### config.mk
export PLATFORM = sky130hd
export DESIGN_NAME = dtlh_ctrl
export DESIGN_NICKNAME = d
export VERILOG_FILES = /design/src/dtlh_pkg.sv /design/src/dtlh_train_chan.sv /design/src/dtlh_ctrl.sv
export VERILOG_INCLUDE_DIRS = /design/src
export SDC_FILE = /design/constraint.sdc
export NUM_CORES = 1
export LEC_CHECK = 0
export BUFFER_PORTS_ARGS = -buffer_cell sky130_fd_sc_hd__buf_2
export CAP_MARGIN = 5
export CORE_UTILIZATION = 30
export DETAILED_ROUTE_END_ITERATION = 8
export HOLD_SLACK_MARGIN = 0.03
export SYNTH_ARGS = -nofsm -noshare
export SYNTH_HDL_FRONTEND = slang
export SYNTH_SLANG_ARGS = --single-unit
### constraint.sdc
create_clock -name clock -period 4.1 [get_ports clock]
set_clock_uncertainty 0.1 [all_clocks]
set_input_delay 0 -clock clock [delete_from_list [all_inputs] [get_ports clock]]
set_output_delay 0 -clock clock [all_outputs]
set_load 0.02 [all_outputs]
### src/dtlh_regs.svh
// constants for the dfi training and write-path low-power handshake block
// Operation
// - low-power request carries a four-bit selector of sixteen wakeup times
// - controller acknowledges phy read eye request by raising read eye enable
// - controller may raise read eye enable on its own initiative
// - controller acknowledges phy gate training request by raising gate enable
// - controller may raise gate enable itself without a phy request
// - controller acknowledges phy write training request by raising write enable
// - controller may raise write training enable on its own initiative
// - during write leveling, sampled phy response steers the strobe delay setting
`ifndef DTLH_REGS_SVH
`define DTLH_REGS_SVH
`define DTLH_WAKEUP_W 4
`define DTLH_NUM_WAKEUP 16
`define DTLH_NUM_CH 3
`define DTLH_CH_RDLVL 0
`define DTLH_CH_GATE 1
`define DTLH_CH_WRLVL 2
`define DTLH_CLK_MHZ 25
`define DTLH_STROBE_GAP_NS 400
`define DTLH_STROBE_GAP_CYC ((`DTLH_STROBE_GAP_NS * `DTLH_CLK_MHZ + 999) / 1000)
`define DTLH_RESP_WAIT_NS 160
`define DTLH_RESP_WAIT_CYC ((`DTLH_RESP_WAIT_NS * `DTLH_CLK_MHZ + 999) / 1000)
`define DTLH_CNT_W 8
`define DTLH_DLY_W 6
`define DTLH_DLY_RESET 6'h00
`endif

### src/dtlh_pkg.sv
// types shared by the training handshake block
`default_nettype none
`include "dtlh_regs.svh"
package dtlh_pkg;
   typedef enum logic {CH_IDLE, CH_ACTIVE} dtlh_ch_state_t;
   typedef enum logic [2:0] {WL_IDLE, WL_GAP, WL_STROBE, WL_SAMPLE, WL_DONE} dtlh_wl_state_t;
   typedef struct packed {
      logic phy_req;
      logic self_start;
      logic resp;
   } dtlh_chan_req_t;
   typedef struct packed {
      logic en;
      logic done;
      logic phy_init;
   } dtlh_chan_stat_t;
   typedef struct packed {
      logic req;
      logic [`DTLH_WAKEUP_W-1:0] wakeup;
   } dtlh_lp_t;
endpackage
`default_nettype wire

### src/dtlh_train_chan.sv
// one training enable handshake channel
`timescale 1ns/1ps
`default_nettype none
module dtlh_train_chan #(
   parameter int CS_W = 2
) (
   input wire logic clock,
   input wire logic resetn,
   input wire dtlh_pkg::dtlh_chan_req_t req,
   input wire logic grant,
   input wire logic [CS_W-1:0] cs_n_in,
   output logic want,
   output var dtlh_pkg::dtlh_chan_stat_t stat,
   output logic [CS_W-1:0] cs_n_q
);
   import dtlh_pkg::*;
   dtlh_ch_state_t state_q;
   logic pend_q;
   logic start;

   assign want = (state_q == CH_IDLE) & (pend_q | req.phy_req | req.self_start);
   assign start = want & grant;

   // a self start that loses arbitration is remembered, not dropped
   always_ff @(posedge clock) begin
      if (!resetn) begin
         pend_q <= 1'b0;
      end else if (req.self_start && !start) begin
         pend_q <= 1'b1;
      end else if (start) begin
         pend_q <= 1'b0;
      end
   end

   always_ff @(posedge clock) begin
      if (!resetn) begin
         state_q <= CH_IDLE;
         stat <= '0;
         cs_n_q <= '1;
      end else begin
         stat.done <= 1'b0;
         case (state_q)
            CH_IDLE: begin
               if (start) begin
                  state_q <= CH_ACTIVE;
                  stat.en <= 1'b1;
                  stat.phy_init <= req.phy_req;
                  if (req.phy_req) begin
                     cs_n_q <= cs_n_in;
                  end
               end
            end
            CH_ACTIVE: begin
               if (req.resp) begin
                  state_q <= CH_IDLE;
                  stat.en <= 1'b0;
                  stat.done <= 1'b1;
               end
            end
            default: begin
               state_q <= CH_IDLE;
               stat.en <= 1'b0;
            end
         endcase
      end
   end

   a_en_holds_high: assert property (@(posedge clock) disable iff (!resetn)
      stat.en && !req.resp |=> stat.en)
      else $error("enable dropped before response");
   a_en_drops_resp: assert property (@(posedge clock) disable iff (!resetn)
      stat.en && req.resp |=> !stat.en && stat.done ##1 !stat.done)
      else $error("enable not released after response");
   a_phy_req_ack: assert property (@(posedge clock) disable iff (!resetn)
      (state_q == CH_IDLE) && req.phy_req && grant |=> stat.en && stat.phy_init)
      else $error("phy request not acknowledged");
   a_self_start_en: assert property (@(posedge clock) disable iff (!resetn)
      (state_q == CH_IDLE) && req.self_start && !req.phy_req && grant
      |=> stat.en && !stat.phy_init)
      else $error("self start did not raise enable");
endmodule
`default_nettype wire

### src/dtlh_ctrl.sv
// dfi write-path low-power and training handshake controller
`timescale 1ns/1ps
`default_nettype none
`include "dtlh_regs.svh"
module dtlh_ctrl #(
   parameter int CS_W = 2,
   parameter int DLY_W = `DTLH_DLY_W
) (
   input wire logic clock,
   input wire logic resetn,
   input wire dtlh_pkg::dtlh_lp_t lp_in,
   output var dtlh_pkg::dtlh_lp_t dfi_wrlp,
   input wire logic dfi_wrlp_ack,
   output logic wrlp_ack_seen_q,
   input wire logic dfi_rdlvl_req,
   input wire logic [CS_W-1:0] dfi_rdlvl_cs_n,
   input wire logic dfi_rdlvl_gate_req,
   input wire logic dfi_rdlvl_resp,
   input wire logic dfi_wrlvl_req,
   input wire logic [CS_W-1:0] dfi_wrlvl_cs_n,
   input wire logic dfi_wrlvl_resp,
   input wire logic [`DTLH_NUM_CH-1:0] self_start,
   output logic dfi_rdlvl_en,
   output logic dfi_rdlvl_gate_en,
   output logic dfi_wrlvl_en,
   output logic dfi_wrlvl_strobe,
   output logic [`DTLH_NUM_CH-1:0] train_done_q,
   output logic [`DTLH_NUM_CH-1:0] train_phy_init_q,
   output logic [CS_W-1:0] rd_cs_n_q,
   output logic [CS_W-1:0] wr_cs_n_q,
   output logic [DLY_W-1:0] wrlvl_delay_q,
   output logic wrlvl_fail_q
);
   import dtlh_pkg::*;

   localparam logic [`DTLH_CNT_W-1:0] GAP_CYC = `DTLH_CNT_W'(`DTLH_STROBE_GAP_CYC);
   localparam logic [`DTLH_CNT_W-1:0] WAIT_CYC = `DTLH_CNT_W'(`DTLH_RESP_WAIT_CYC);
   localparam logic [DLY_W-1:0] DLY_MAX = '1;

   dtlh_chan_req_t ch_req [`DTLH_NUM_CH];
   dtlh_chan_stat_t ch_stat [`DTLH_NUM_CH];
   logic [`DTLH_NUM_CH-1:0] ch_want;
   logic [`DTLH_NUM_CH-1:0] ch_en;
   logic [`DTLH_NUM_CH-1:0] grant;
   logic [CS_W-1:0] ch_cs_in [`DTLH_NUM_CH];
   logic [CS_W-1:0] ch_cs_q [`DTLH_NUM_CH];
   logic [`DTLH_NUM_CH-1:0] phy_req_v;
   dtlh_wl_state_t wl_q;
   logic [`DTLH_CNT_W-1:0] cnt_q;
   logic wl_done_q;

   // lowest set bit wins; one training at a time keeps the shared read response unambiguous
   function automatic logic [`DTLH_NUM_CH-1:0] pick_low(input logic [`DTLH_NUM_CH-1:0] v);
      logic [`DTLH_NUM_CH-1:0] r;
      r = v & (~v + `DTLH_NUM_CH'(1));
      return r;
   endfunction

   assign phy_req_v = {dfi_wrlvl_req, dfi_rdlvl_gate_req, dfi_rdlvl_req};
   assign grant = (|ch_en) ? '0 : pick_low(ch_want);
   assign ch_cs_in[`DTLH_CH_RDLVL] = dfi_rdlvl_cs_n;
   assign ch_cs_in[`DTLH_CH_GATE] = dfi_rdlvl_cs_n;
   assign ch_cs_in[`DTLH_CH_WRLVL] = dfi_wrlvl_cs_n;

   genvar gi;
   generate
      for (gi = 0; gi < `DTLH_NUM_CH; gi++) begin : g_ch
         assign ch_req[gi].phy_req = phy_req_v[gi];
         assign ch_req[gi].self_start = self_start[gi];
         // read channels finish on the phy's own verdict, write on the leveling engine
         if (gi == `DTLH_CH_WRLVL) begin : g_wr
            assign ch_req[gi].resp = wl_done_q;
         end else begin : g_rd
            assign ch_req[gi].resp = dfi_rdlvl_resp;
         end
         assign ch_en[gi] = ch_stat[gi].en;
         dtlh_train_chan #(
            .CS_W(CS_W)
         ) dtlh_train_chan_inst (
            .clock(clock),
            .resetn(resetn),
            .req(ch_req[gi]),
            .grant(grant[gi]),
            .cs_n_in(ch_cs_in[gi]),
            .want(ch_want[gi]),
            .stat(ch_stat[gi]),
            .cs_n_q(ch_cs_q[gi])
         );
      end
   endgenerate

   always_comb begin
      dfi_rdlvl_en = ch_stat[`DTLH_CH_RDLVL].en;
      dfi_rdlvl_gate_en = ch_stat[`DTLH_CH_GATE].en;
      dfi_wrlvl_en = ch_stat[`DTLH_CH_WRLVL].en;
      wr_cs_n_q = ch_cs_q[`DTLH_CH_WRLVL];
      for (int i = 0; i < `DTLH_NUM_CH; i++) begin
         train_done_q[i] = ch_stat[i].done;
         train_phy_init_q[i] = ch_stat[i].phy_init;
      end
   end

   // low-power request and wakeup selector go out together; ack is only reported
   always_ff @(posedge clock) begin
      if (!resetn) begin
         dfi_wrlp <= '0;
         wrlp_ack_seen_q <= 1'b0;
      end else begin
         dfi_wrlp <= lp_in;
         wrlp_ack_seen_q <= dfi_wrlp_ack & dfi_wrlp.req;
      end
   end

   // combined read select registered so the output leaves a flop; one cycle late
   always_ff @(posedge clock) begin
      if (!resetn) begin
         rd_cs_n_q <= '1;
      end else begin
         rd_cs_n_q <= ch_cs_q[`DTLH_CH_RDLVL] & ch_cs_q[`DTLH_CH_GATE];
      end
   end

   // write leveling: strobe, wait, sample response, step delay until it reads high or the delay reaches its maximum
   always_ff @(posedge clock) begin
      if (!resetn) begin
         wl_q <= WL_IDLE;
         cnt_q <= '0;
         dfi_wrlvl_strobe <= 1'b0;
         wl_done_q <= 1'b0;
         wrlvl_delay_q <= DLY_W'(`DTLH_DLY_RESET);
         wrlvl_fail_q <= 1'b0;
      end else begin
         dfi_wrlvl_strobe <= 1'b0;
         wl_done_q <= 1'b0;
         case (wl_q)
            WL_IDLE: begin
               if (grant[`DTLH_CH_WRLVL]) begin
                  wl_q <= WL_GAP;
                  cnt_q <= GAP_CYC;
                  wrlvl_delay_q <= DLY_W'(`DTLH_DLY_RESET);
                  wrlvl_fail_q <= 1'b0;
               end
            end
            WL_GAP: begin
               if (cnt_q <= `DTLH_CNT_W'(1)) begin
                  wl_q <= WL_STROBE;
                  dfi_wrlvl_strobe <= 1'b1;
               end else begin
                  cnt_q <= cnt_q - `DTLH_CNT_W'(1);
               end
            end
            WL_STROBE: begin
               wl_q <= WL_SAMPLE;
               cnt_q <= WAIT_CYC;
            end
            WL_SAMPLE: begin
               if (cnt_q <= `DTLH_CNT_W'(1)) begin
                  if (dfi_wrlvl_resp) begin
                     wl_q <= WL_DONE;
                     wl_done_q <= 1'b1;
                  end else if (wrlvl_delay_q == DLY_MAX) begin
                     // sweep exhausted: release the phy rather than hang in training
                     wl_q <= WL_DONE;
                     wl_done_q <= 1'b1;
                     wrlvl_fail_q <= 1'b1;
                  end else begin
                     wrlvl_delay_q <= wrlvl_delay_q + DLY_W'(1);
                     wl_q <= WL_GAP;
                     cnt_q <= GAP_CYC;
                  end
               end else begin
                  cnt_q <= cnt_q - `DTLH_CNT_W'(1);
               end
            end
            WL_DONE: begin
               // idle before a back-to-back grant can arrive
               wl_q <= WL_IDLE;
            end
            default: begin
               wl_q <= WL_IDLE;
            end
         endcase
      end
   end

   a_wakeup_passes: assert property (@(posedge clock) disable iff (!resetn)
      lp_in.req |=> dfi_wrlp.req && (dfi_wrlp.wakeup == $past(lp_in.wakeup)))
      else $error("wakeup selector not driven with request");
   a_lp_no_wait: assert property (@(posedge clock) disable iff (!resetn)
      !lp_in.req |=> !dfi_wrlp.req)
      else $error("low-power request held waiting on ack");
   a_one_training: assert property (@(posedge clock) disable iff (!resetn)
      $onehot0({dfi_rdlvl_en, dfi_rdlvl_gate_en, dfi_wrlvl_en}))
      else $error("two training enables at once");
   a_delay_steps: assert property (@(posedge clock) disable iff (!resetn)
      (wl_q == WL_SAMPLE) && (cnt_q <= `DTLH_CNT_W'(1)) && !dfi_wrlvl_resp
      && (wrlvl_delay_q != DLY_MAX) |=> wrlvl_delay_q == $past(wrlvl_delay_q) + DLY_W'(1))
      else $error("delay not stepped on low response");
   a_level_found: assert property (@(posedge clock) disable iff (!resetn)
      (wl_q == WL_SAMPLE) && (cnt_q <= `DTLH_CNT_W'(1)) && dfi_wrlvl_resp
      |=> wl_done_q && $stable(wrlvl_delay_q) ##1 !dfi_wrlvl_en)
      else $error("write leveling did not finish on high response");
   a_strobe_in_en: assert property (@(posedge clock) disable iff (!resetn)
      dfi_wrlvl_strobe |-> dfi_wrlvl_en ##1 !dfi_wrlvl_strobe)
      else $error("strobe outside write training");
   a_strobe_spaced: assert property (@(posedge clock) disable iff (!resetn)
      dfi_wrlvl_strobe |=> !dfi_wrlvl_strobe [*8])
      else $error("write strobes too close together");
   a_fail_at_max: assert property (@(posedge clock) disable iff (!resetn)
      $rose(wrlvl_fail_q) |-> wrlvl_delay_q == DLY_MAX)
      else $error("sweep failed before reaching maximum delay");
   a_wr_done_pulse: assert property (@(posedge clock) disable iff (!resetn)
      $fell(dfi_wrlvl_en) |-> train_done_q[`DTLH_CH_WRLVL])
      else $error("write training ended without done pulse");
   a_wr_cs_capture: assert property (@(posedge clock) disable iff (!resetn)
      grant[`DTLH_CH_WRLVL] && dfi_wrlvl_req
      |=> wr_cs_n_q == $past(dfi_wrlvl_cs_n))
      else $error("write training select not captured at grant");
   a_rd_cs_capture: assert property (@(posedge clock) disable iff (!resetn)
      grant[`DTLH_CH_RDLVL] && dfi_rdlvl_req
      |=> ch_cs_q[`DTLH_CH_RDLVL] == $past(dfi_rdlvl_cs_n))
      else $error("read training select not captured at grant");
endmodule
`default_nettype wire

==> results.ini, run 1 <==
[grt]
antenna_found_initial = 0
grt_max_degree = 39
grt_pass1_vias = 1723
gr-usage-all-layers_pct = 13.4
grt_pass1_wl_um = 8010
overflow = 0

[cts]
clockBufferDepth = 2
clock_latency_ns = 0.31
clock-sinks = 49
htreeDepth = 2
clk_pin_slew_ns = 0.10
cts_hold_buf = 17
cts_tree = yes
cts_made_buffers = 5
root_buffer = clkbuf_8
cts_resized = 0
post_cts_buffers = 0

[die]
core.rowCount = 30
start_util_pct = 31.7
die_y_um = 87.5
die_w_um = 87.5
coreArea_um2 = 6910
ios = 47
dieArea_um2 = 7650

[setup_path]
path_cells = inv_1 -> ha_1 -> or2_2 -> and3_4 -> a31oi_1 -> o31a_2 -> mux2_4
crit_type = register to register
crit_family = simple AND/OR/NAND/NOR gates
crit_buf_inv = 1
slowest_stage = dfxtp_1
cp-start-kind = register
path_max_fanout = 8
crit_path_end_kind = register
required_ns = 4.20
cp.arrival_ns = 2.38
critPathMaxStageDelay_ns = 0.42

[sta]
tns_ns = 0
post-route-period-util_pct = 55.6
rsz0062_at_grt = no
fmax_mhz = 438
min_period_ns = 2.28
hold_viol = 0
setup-violations-final = 0
relSlewSlack_pct = 53.9
max_slew.worst_pin.slew_ns = 0.686
finalMaxSlewViolations = 0

[yosys]
ys_seq_elements = 49
synth_edf_count = 0
syn-num-nets = 260
postSynthAreaPerCell_um2 = 9.24
synth.distinct_cells = 52
syn_area_um2 = 2190
yosysSeqAreaShare_pct = 44.8
synthFlopType = dfxtp_1
yosysWarnings = 0
synthArstFlopShare_pct = 0
synth_cells = 237

[power]
p_total_w = 0.00150
irDropWorstVdd_uv = 236
power_density_nw_per_um2 = 549
p_leak_nw = 1.13

[layout]
final_common_cell = dfxtp_1
drive_above_1_share_pct = 24.7
layout_common_cells = 49 x dfxtp_1, 46 x buf_2, 29 x nand2_1
area_delta_synth_final_pct = 24.4
final_nets = 318
stdcell_count = 392
diodes = 0

[route]
wl_per_cell_um = 12.5
drc = 0
drt_iter0_drc = 143
antenna_left = 0
num_vias = 1925
viasPerCell = 4.91
wirelength_um = 4910
firstDrtPassIters = 4

[outcome]
outcome = completed

[placement]
dp.cells = 367
gp_congestion = 0.849
dp_hpwl_um = 3350
port_buffers = 46

[hold_path]
hold_class = primary input to register

[flow_run]
cap_violations = 0

synth_stat cells (2+ instances only):
cell      count  area (um^2)
a21oi_1      13         65.1
a311oi_1      2         17.5
a31o_2        2         17.5
a31oi_1       4         25.0
and2_1        7         43.8
and3_1        3         18.8
and3_4        2         22.5
and3b_1       2         17.5
buf_4         2         15.0
buf_6         2         22.5
clkbuf_1      4         15.0
clkbuf_8      3         41.3
dfxtp_1      49          981
ha_1          3         37.5
inv_1        10         37.5
mux2i_1       7         70.1
nand2_1      29          109
nand2b_1      3         18.8
nand3_1      10         50.1
nand3b_1      2         15.0
nor2_1       23         86.3
nor3_1        7         35.0
nor3_2        4         40.0
nor4_1        2         12.5
o21ai_0       6         30.0
o221a_2       3         33.8
o22ai_1       2         12.5
o31ai_1       4         30.0
o41ai_1       2         17.5
or3_1         2         12.5
xnor2_1       2         17.5
power breakdown:
group          switching (W)  internal, W
clock network       0.000167     0.000183
registers          0.0000714     0.000545
logic               0.000309     0.000219
total               0.000548     0.000947
layout make-up:
class / instances / area (um^2)
Fill cell: 731 / 4180
Multi-Input combinational cell: 166 / 1070
Clock inverter: 3 / 43.8
Tap cell: 96 / 120
Timing Repair Buffer: 63 / 400
Clock buffer: 5 / 68.8
Sequential cell: 49 / 981
Inverter: 10 / 37.5
logic make-up after synthesis:
| family | Yosys count | synth area share (%) |
|---|---|---|
| fa+ha+maj | 3 | 1.71 |
| buf+inv | 22 | 6.22 |
| compound gates | 48 | 15.5 |
| mux | 8 | 3.88 |
| flops | 49 | 44.8 |
| xor+xnor | 2 | 0.800 |
| simple gates | 105 | 27.1 |
worst reg2reg max path: cells and delay by family (launching register included):
family	cells	cell delay, ns
AOI/OAI and AO/OA	2	0.49
adders and majority gates	1	0.25
buffers and inverters	1	0.07
DFF	1	0.42
muxes	1	0.31
and+or+nand+nor	2	0.53
path summary, 6_finish.rpt:
path	start	endpoint	slack [ns]	cells past startpoint
max	cnt_q[0]$_SDFFE_PN0P_	cnt_q[1]$_SDFFE_PN0P_	1.82	7
min	resetn	rd_cs_n_q[0]$_SDFF_PN1_	0.06	2
max reg2reg	cnt_q[0]$_SDFFE_PN0P_	cnt_q[1]$_SDFFE_PN0P_	1.82	7
min reg2reg	g_ch[1].dtlh_train_chan_inst.cs_n_q[0]$_SDFFE_PN1P_	rd_cs_n_q[0]$_SDFF_PN1_	0.35	2
per-stage QoR:
stage | util (%) | hold slack (ns) | setup slack, ns | instance area, um^2
2_1_floorplan | - | 0.0273 | 1.96 | 2190
3_3_place_gp | 35.4 | 0.105 | 1.90 | 2440
3_5_place_dp | 35.4 | 0.111 | 1.84 | 2440
4_1_cts | 39.5 | 0.0467 | 1.82 | 2730
5_1_grt | 39.5 | 0.0905 | 1.66 | 2730
6_report | 39.5 | 0.0604 | 1.82 | 2730
layer usage:
layer  routed length [um]  GRT usage, %  up-vias
li1                     -             -      958
met3                  238          3.13        6
met4                   79          5.81        0
met1                 2310          17.2      908
met5                    0             0        -
met2                 2280          21.4       53
state kept, by name (all words and copies together) (netlist names):
register / count
cnt_q: 8
dfi_wrlp: 5
dfi_wrlvl_strobe: 1
g_ch.dtlh_train_chan_inst.cs_n_q: 6
g_ch.dtlh_train_chan_inst.pend_q: 3
g_ch.dtlh_train_chan_inst.stat: 9
g_ch.dtlh_train_chan_inst.state_q: 3
rd_cs_n_q: 2
wl_done_q: 1
wl_q: 3
wrlp_ack_seen_q: 1
wrlvl_delay_q: 6
wrlvl_fail_q: 1
Note: power is estimated with default switching activity, not from simulation.
==> run 2, diff against run 1 <==
==> constraint.sdc (replaced) <==
create_clock -name clock -period 2.1 [get_ports clock]
set_clock_uncertainty 0.1 [all_clocks]
set_input_delay 0 -clock clock [delete_from_list [all_inputs] [get_ports clock]]
set_output_delay 0 -clock clock [all_outputs]
set_load 0.02 [all_outputs]
==> run 2 against run 1 <==
Effect of this change:
- wire length grew 2.6%
- critical path depth shrank 1
- worst hold slack gained 0.030 ns
- global-route usage grew 0.43 points
- sequential power grew 91%
- combinational power grew 140%
- fmax grew 13%
- cell count grew 3.3%
- clock power grew 100%
- cell area grew 6.0%
- count of clock-buffer cells in the layout grew 1
- power grew 110%
- critical endpoint unchanged
- largest cell class unchanged
==> results.ini, run 2 (same netlist as run 1, synthesis figures left out) <==
[grt]
grt_max_degree = 31
grt_pass1_wl_um = 8220
gr-usage-all-layers_pct = 13.8
grt_pass1_vias = 1775
antenna_found_initial = 0
overflow = 0

[layout]
final_nets = 331
diodes = 0
stdcell_count = 405
layout_common_cells = 46 x buf_2, 44 x dfxtp_1, 28 x nand2_1
reg_top3 = g_ch.dtlh_train_chan_inst.stat x9, cnt_q x8
largest-register = g_ch.dtlh_train_chan_inst.stat
largest_reg_flops = 9
final_common_cell = buf_2
drive_above_1_share_pct = 30.7
area_delta_synth_final_pct = 31.9

[sta]
max_slew.worst_pin.slew_ns = 0.501
post-route-period-util_pct = 96.4
fmax_mhz = 494
rsz0062_at_grt = no
relSlewSlack_pct = 66.5
min_period_ns = 2.02
hold_viol = 0
finalMaxSlewViolations = 0
setup-violations-final = 0
tns_ns = 0

[placement]
gp_congestion = 0.872
dp.cells = 379
dp_hpwl_um = 3560
port_buffers = 46

[setup_path]
crit_path_end_kind = register
path_max_fanout = 5
slowest_stage = a311o_1
reg2reg_slack_ns = 0.08
crit_type = register to register
cp-start-kind = register
critPathMaxStageDelay_ns = 0.37
required_ns = 2.19
r2r_cells = 6
timing.rr.start = wrlvl_delay_q[0]$_SDFFE_PN0P_
worst_r2r_endpoint = cnt_q[1]$_SDFFE_PN0P_
cp.arrival_ns = 2.11
path_cells = ha_2 -> and3_4 -> a311o_1 -> a31oi_4 -> o31a_2 -> mux2_4

[outcome]
outcome = completed

[hold_path]
min_path_cells = 4
worstHoldStart = dfi_rdlvl_gate_req
hold_end = g_ch[1].dtlh_train_chan_inst.cs_n_q[0]$_SDFFE_PN1P_
hold_class = primary input to register

[flow_run]
cap_violations = 0

[die]
ios = 47
start_util_pct = 31.7
die_y_um = 87.5
core.rowCount = 30
die_w_um = 87.5
coreArea_um2 = 6910
dieArea_um2 = 7650

[cts]
clockBufferDepth = 2
cts_tree = yes
clock_latency_ns = 0.30
cts_made_buffers = 5
root_buffer = clkbuf_8
clock-sinks = 49
htreeDepth = 2
clk_pin_slew_ns = 0.09

[route]
antenna_left = 0
drc = 0
viasPerCell = 4.74
wl_per_cell_um = 12.4
firstDrtPassIters = 4
drt_iter0_drc = 85
wirelength_um = 5040
num_vias = 1920

[power]
p_leak_nw = 1.21
p_total_w = 0.00316
irDropWorstVdd_uv = 587
power_density_nw_per_um2 = 1090

[run 2: repair_timing]
item                       4_1_cts  5_1_grt
resized for setup                0       13
setup buffers                    0        0
hold buffers                    19        0
hold endpoints to repair        27        0
setup endpoints to repair        0       13
[run 2: how the worst max path moves through the flow]
| stage | cells after the start | slack (ns) | to | from |
|---|---|---|---|---|
| 6_report | 6 | 0.08 | cnt_q[1]$_SDFFE_PN0P_ | wrlvl_delay_q[0]$_SDFFE_PN0P_ |
| 5_1_grt | 6 | 0.002 | cnt_q[2]$_SDFFE_PN0P_ | wrlvl_delay_q[0]$_SDFFE_PN0P_ |
| 4_1_cts | 7 | 0.02 | cnt_q[1]$_SDFFE_PN0P_ | cnt_q[0]$_SDFFE_PN0P_ |
| 3_5_place_dp | 7 | 0.04 | cnt_q[2]$_SDFFE_PN0P_ | cnt_q[0]$_SDFFE_PN0P_ |
| 3_3_place_gp | 7 | 0.1 | cnt_q[1]$_SDFFE_PN0P_ | cnt_q[0]$_SDFFE_PN0P_ |
| 2_1_floorplan | 7 | 0.0003 | cnt_q[1]$_SDFFE_PN0P_ | wrlvl_delay_q[0]$_SDFFE_PN0P_ |
[run 2: power by group]
group / total (W) / internal (W) / leakage, nW / switching (W)
Sequential: 0.00118 / 0.00107 / 0.403 / 0.000113
Combinational: 0.00127 / 0.000569 / 0.749 / 0.000703
Clock: 0.000702 / 0.000387 / 0.0574 / 0.000315
Total: 0.00316 / 0.00203 / 1.21 / 0.00113
[run 2: stage by stage]
stage / utilization, % / hold slack, ns / worst slack [ns] / instance area (um^2)
after global placement: 36.7 / 0.105 / 0.0959 / 2540
final: 41.8 / 0.0904 / 0.0763 / 2890
after detailed placement: 36.7 / 0.111 / 0.0401 / 2540
after global routing: 41.8 / 0.0949 / 0.00191 / 2890
after CTS: 41.2 / 0.0869 / 0.0230 / 2850
after floorplan: - / 0.0273 / 0.000270 / 2190
[run 2: routing by layer]
layer / GRT usage [%] / vias to the layer above / wire length [um] / share of wire [%]
met5: 0 / - / 0 / 0
met4: 5.66 / 0 / 62 / 1.2
met3: 2.56 / 4 / 163 / 3.2
met2: 22.5 / 39 / 2320 / 46
met1: 18.0 / 895 / 2490 / 49
li1: - / 982 / - / -
[run 2: final cells by class]
| type | instances | area, um^2 |
|---|---|---|
| Clock buffer | 6 | 82.6 |
| Clock inverter | 2 | 37.5 |
| Fill cell | 722 | 4020 |
| Inverter | 10 | 37.5 |
| Multi-Input combinational cell | 166 | 1120 |
| Sequential cell | 49 | 990 |
| Tap cell | 96 | 120 |
| Timing Repair Buffer | 76 | 500 |
[run 2: worst max-delay path, delay by kind of cell, from the launching register on]
| family | cells | cell delay, ns |
|---|---|---|
| fa+ha+maj | 1 | 0.21 |
| compound gates | 3 | 0.79 |
| mux | 1 | 0.30 |
| flops | 1 | 0.35 |
| simple gates | 1 | 0.18 |
==> run 3, diff against run 2 <==
--- a/config.mk
+++ b/config.mk
@@ -9,8 +9,10 @@
 export BUFFER_PORTS_ARGS = -buffer_cell sky130_fd_sc_hd__buf_2
 export CAP_MARGIN = 5
 export CORE_UTILIZATION = 30
+export CTS_CLUSTER_DIAMETER = 120
 export DETAILED_ROUTE_END_ITERATION = 8
 export HOLD_SLACK_MARGIN = 0.03
+export SLEW_MARGIN = 10
 export SYNTH_ARGS = -nofsm -noshare
 export SYNTH_HDL_FRONTEND = slang
 export SYNTH_SLANG_ARGS = --single-unit
==> constraint.sdc (replaced) <==
create_clock -name clock -period 2.46 [get_ports clock]
set_clock_uncertainty 0.1 [all_clocks]
set_input_delay 0 -clock clock [delete_from_list [all_inputs] [get_ports clock]]
set_output_delay 0 -clock clock [all_outputs]
set_load 0.02 [all_outputs]
==> run 3 against run 2 <==
Effect of this change:
- power down 24%
- sequential share of layout area grew 1.2 points
- sequential cell count did not move
- count of clock-buffer cells in the layout is 1 lower
- core utilization down 1.8 points
- cell area is 4.3% lower
- register-to-register slack better by 0.07 ns
- via count fell by 2.2%
- largest cell class unchanged
- wire length fell by 5.0%
==> results.ini, run 3 (same netlist as run 1, synthesis figures left out) <==
[sta]
finalMaxSlewViolations = 0
max_slew.worst_pin.slew_ns = 0.506
hold_viol = 0
rsz0062_at_grt = no
post-route-period-util_pct = 94.2
min_period_ns = 2.32
tns_ns = 0
relSlewSlack_pct = 66.2
setup-violations-final = 0
fmax_mhz = 432

[layout]
reg_top3 = g_ch.dtlh_train_chan_inst.stat x9, cnt_q x8
final_nets = 325
diodes = 0
drive_above_1_share_pct = 25.1
final_area_um2 = 2770
layout_common_cells = 49 x dfxtp_1, 46 x buf_2, 29 x nand2_1
largest_reg_flops = 9
largest-register = g_ch.dtlh_train_chan_inst.stat
area_delta_synth_final_pct = 26.2
final_common_cell = dfxtp_1

[setup_path]
worst_r2r_endpoint = g_ch[1].dtlh_train_chan_inst.cs_n_q[0]$_SDFFE_PN1P_
path_depth = 5
crit_path_start = g_ch[1].dtlh_train_chan_inst.stat[2]$_SDFFE_PN0P_
cp-start-kind = register
required_ns = 2.56
critPathMaxStageDelay_ns = 0.56
reg2reg_slack_ns = 0.14
crit_buf_inv = 1
crit_family = simple AND/OR/NAND/NOR gates
r2r_cells = 5
timing.rr.start = g_ch[1].dtlh_train_chan_inst.stat[2]$_SDFFE_PN0P_
endpoint = g_ch[1].dtlh_train_chan_inst.cs_n_q[0]$_SDFFE_PN1P_
slowest_stage = dlygate4sd3_1
path_cells = or3_1 -> nor4b_2 -> mux2i_1 -> nand2_1 -> dlygate4sd3_1
path_max_fanout = 4
cp.arrival_ns = 2.42
crit_type = register to register
crit_path_end_kind = register

[route]
num_vias = 1878
wl_per_cell_um = 12.0
drt_iter0_drc = 125
viasPerCell = 4.71
firstDrtPassIters = 4
wirelength_um = 4790
top_layer_used = met4
wl_met1_um = 2500
antenna_left = 0
routed-wl-met2_um = 2030
drc = 0
wl_met3_um = 188

[power]
p_seq_share_pct = 41.9
pwr-share-clk_pct = 20.1
power_density_nw_per_um2 = 873
combPwrFrac_pct = 38.0
p_sw_w = 0.000914
irDropWorstVdd_uv = 378
p_int_w = 0.00150
p_leak_nw = 1.14
switching_share_pct = 37.9

[cts]
clk_pin_slew_ns = 0.10
cts_made_buffers = 5
htreeDepth = 2
cts_tree = yes
clock-sinks = 49
clock_latency_ns = 0.30
clockBufferDepth = 2
root_buffer = clkbuf_8

[grt]
overflow = 0
grt_pass1_vias = 1612
grt_pass1_wl_um = 7690
grt_max_degree = 27
antenna_found_initial = 0
gr-usage-all-layers_pct = 13.1

[placement]
place_area_um2 = 2460
gp_congestion = 0.843
port_buffers = 46
dp_hpwl_um = 3340

[outcome]
outcome = completed

[hold_path]
hold_class = primary input to register

[die]
die_w_um = 87.5
coreArea_um2 = 6910
die_y_um = 87.5
dieArea_um2 = 7650
core.rowCount = 30
ios = 47
start_util_pct = 31.7

[flow_run]
cap_violations = 0

-- run 3: cell count changes in the layout (fill, tap and decap cells not counted), sizes merged --
cell	before	now
clkbuf	6	5
inv	10	11
dlygate4sd3	18	21
bufinv	1	0
clkinv	0	1
buf	58	49
-- run 3: cell type report --
cell class,instances,area [um^2]
Tap cell,96,120
Clock inverter,3,21.3
Sequential cell,49,981
Fill cell,717,4140
Inverter,10,37.5
Timing Repair Buffer,70,463
Multi-Input combinational cell,166,1070
Clock buffer,5,68.8
-- run 3: tightest hold or removal path, delay by kind of cell --
kind | cells | cell delay [ns]
simple gates | 2 | 0.24
compound gates | 1 | 0.12
buf+inv | 1 | 0.11
-- run 3: power groups by stage --
stage | Clock, W | Combinational, W | Sequential, W
2_1_floorplan | 0 | 0.000710 | 0.00105
3_3_place_gp | 0 | 0.000878 | 0.00103
3_5_place_dp | 0 | 0.000879 | 0.00103
4_1_cts | 0.000498 | 0.000916 | 0.00101
5_1_grt | 0.000536 | 0.00101 | 0.00103
6_report | 0.000486 | 0.000916 | 0.00101
-- run 3: metrics by stage --
step,cells,setup slack [ns],hold slack [ns],power [W],utilization [%]
floorplan,237,0.323,0.0273,0.00176,-
global placement,370,0.251,0.105,0.00191,35.7
detailed placement,370,0.202,0.110,0.00191,35.7
CTS,399,0.144,0.0876,0.00242,40.0
global route,399,0.0367,0.106,0.00258,40.0
finish,399,0.144,0.0958,0.00241,40.0
-- run 3: what timing repair did --
item | CTS | global route
buffers inserted | 0 | 0
endpoints found under the hold margin | 27 | 0
hold buffers | 21 | 0
resized for setup | 0 | 0
setup endpoints to repair | 0 | 0
-- run 3: worst min path at each step --
stage	startpoint	endpoint	cells past startpoint
final	dfi_rdlvl_gate_req	g_ch[1].dtlh_train_chan_inst.stat[0]$_SDFFE_PN0P_	4
after global routing	dfi_rdlvl_gate_req	g_ch[1].dtlh_train_chan_inst.stat[0]$_SDFFE_PN0P_	4
after detailed placement	lp_in[0]	dfi_wrlp[0]$_SDFF_PN0_	2
after CTS	dfi_rdlvl_gate_req	g_ch[1].dtlh_train_chan_inst.stat[0]$_SDFFE_PN0P_	4
after floorplan	lp_in[0]	dfi_wrlp[0]$_SDFF_PN0_	1
after global placement	lp_in[0]	dfi_wrlp[0]$_SDFF_PN0_	2
-- run 3: per-layer routing --
layer	up-vias	global-route usage [%]
met5	-	0
met4	0	5.96
met3	4	3.13
met2	44	18.8
met1	860	18.3
li1	970	-
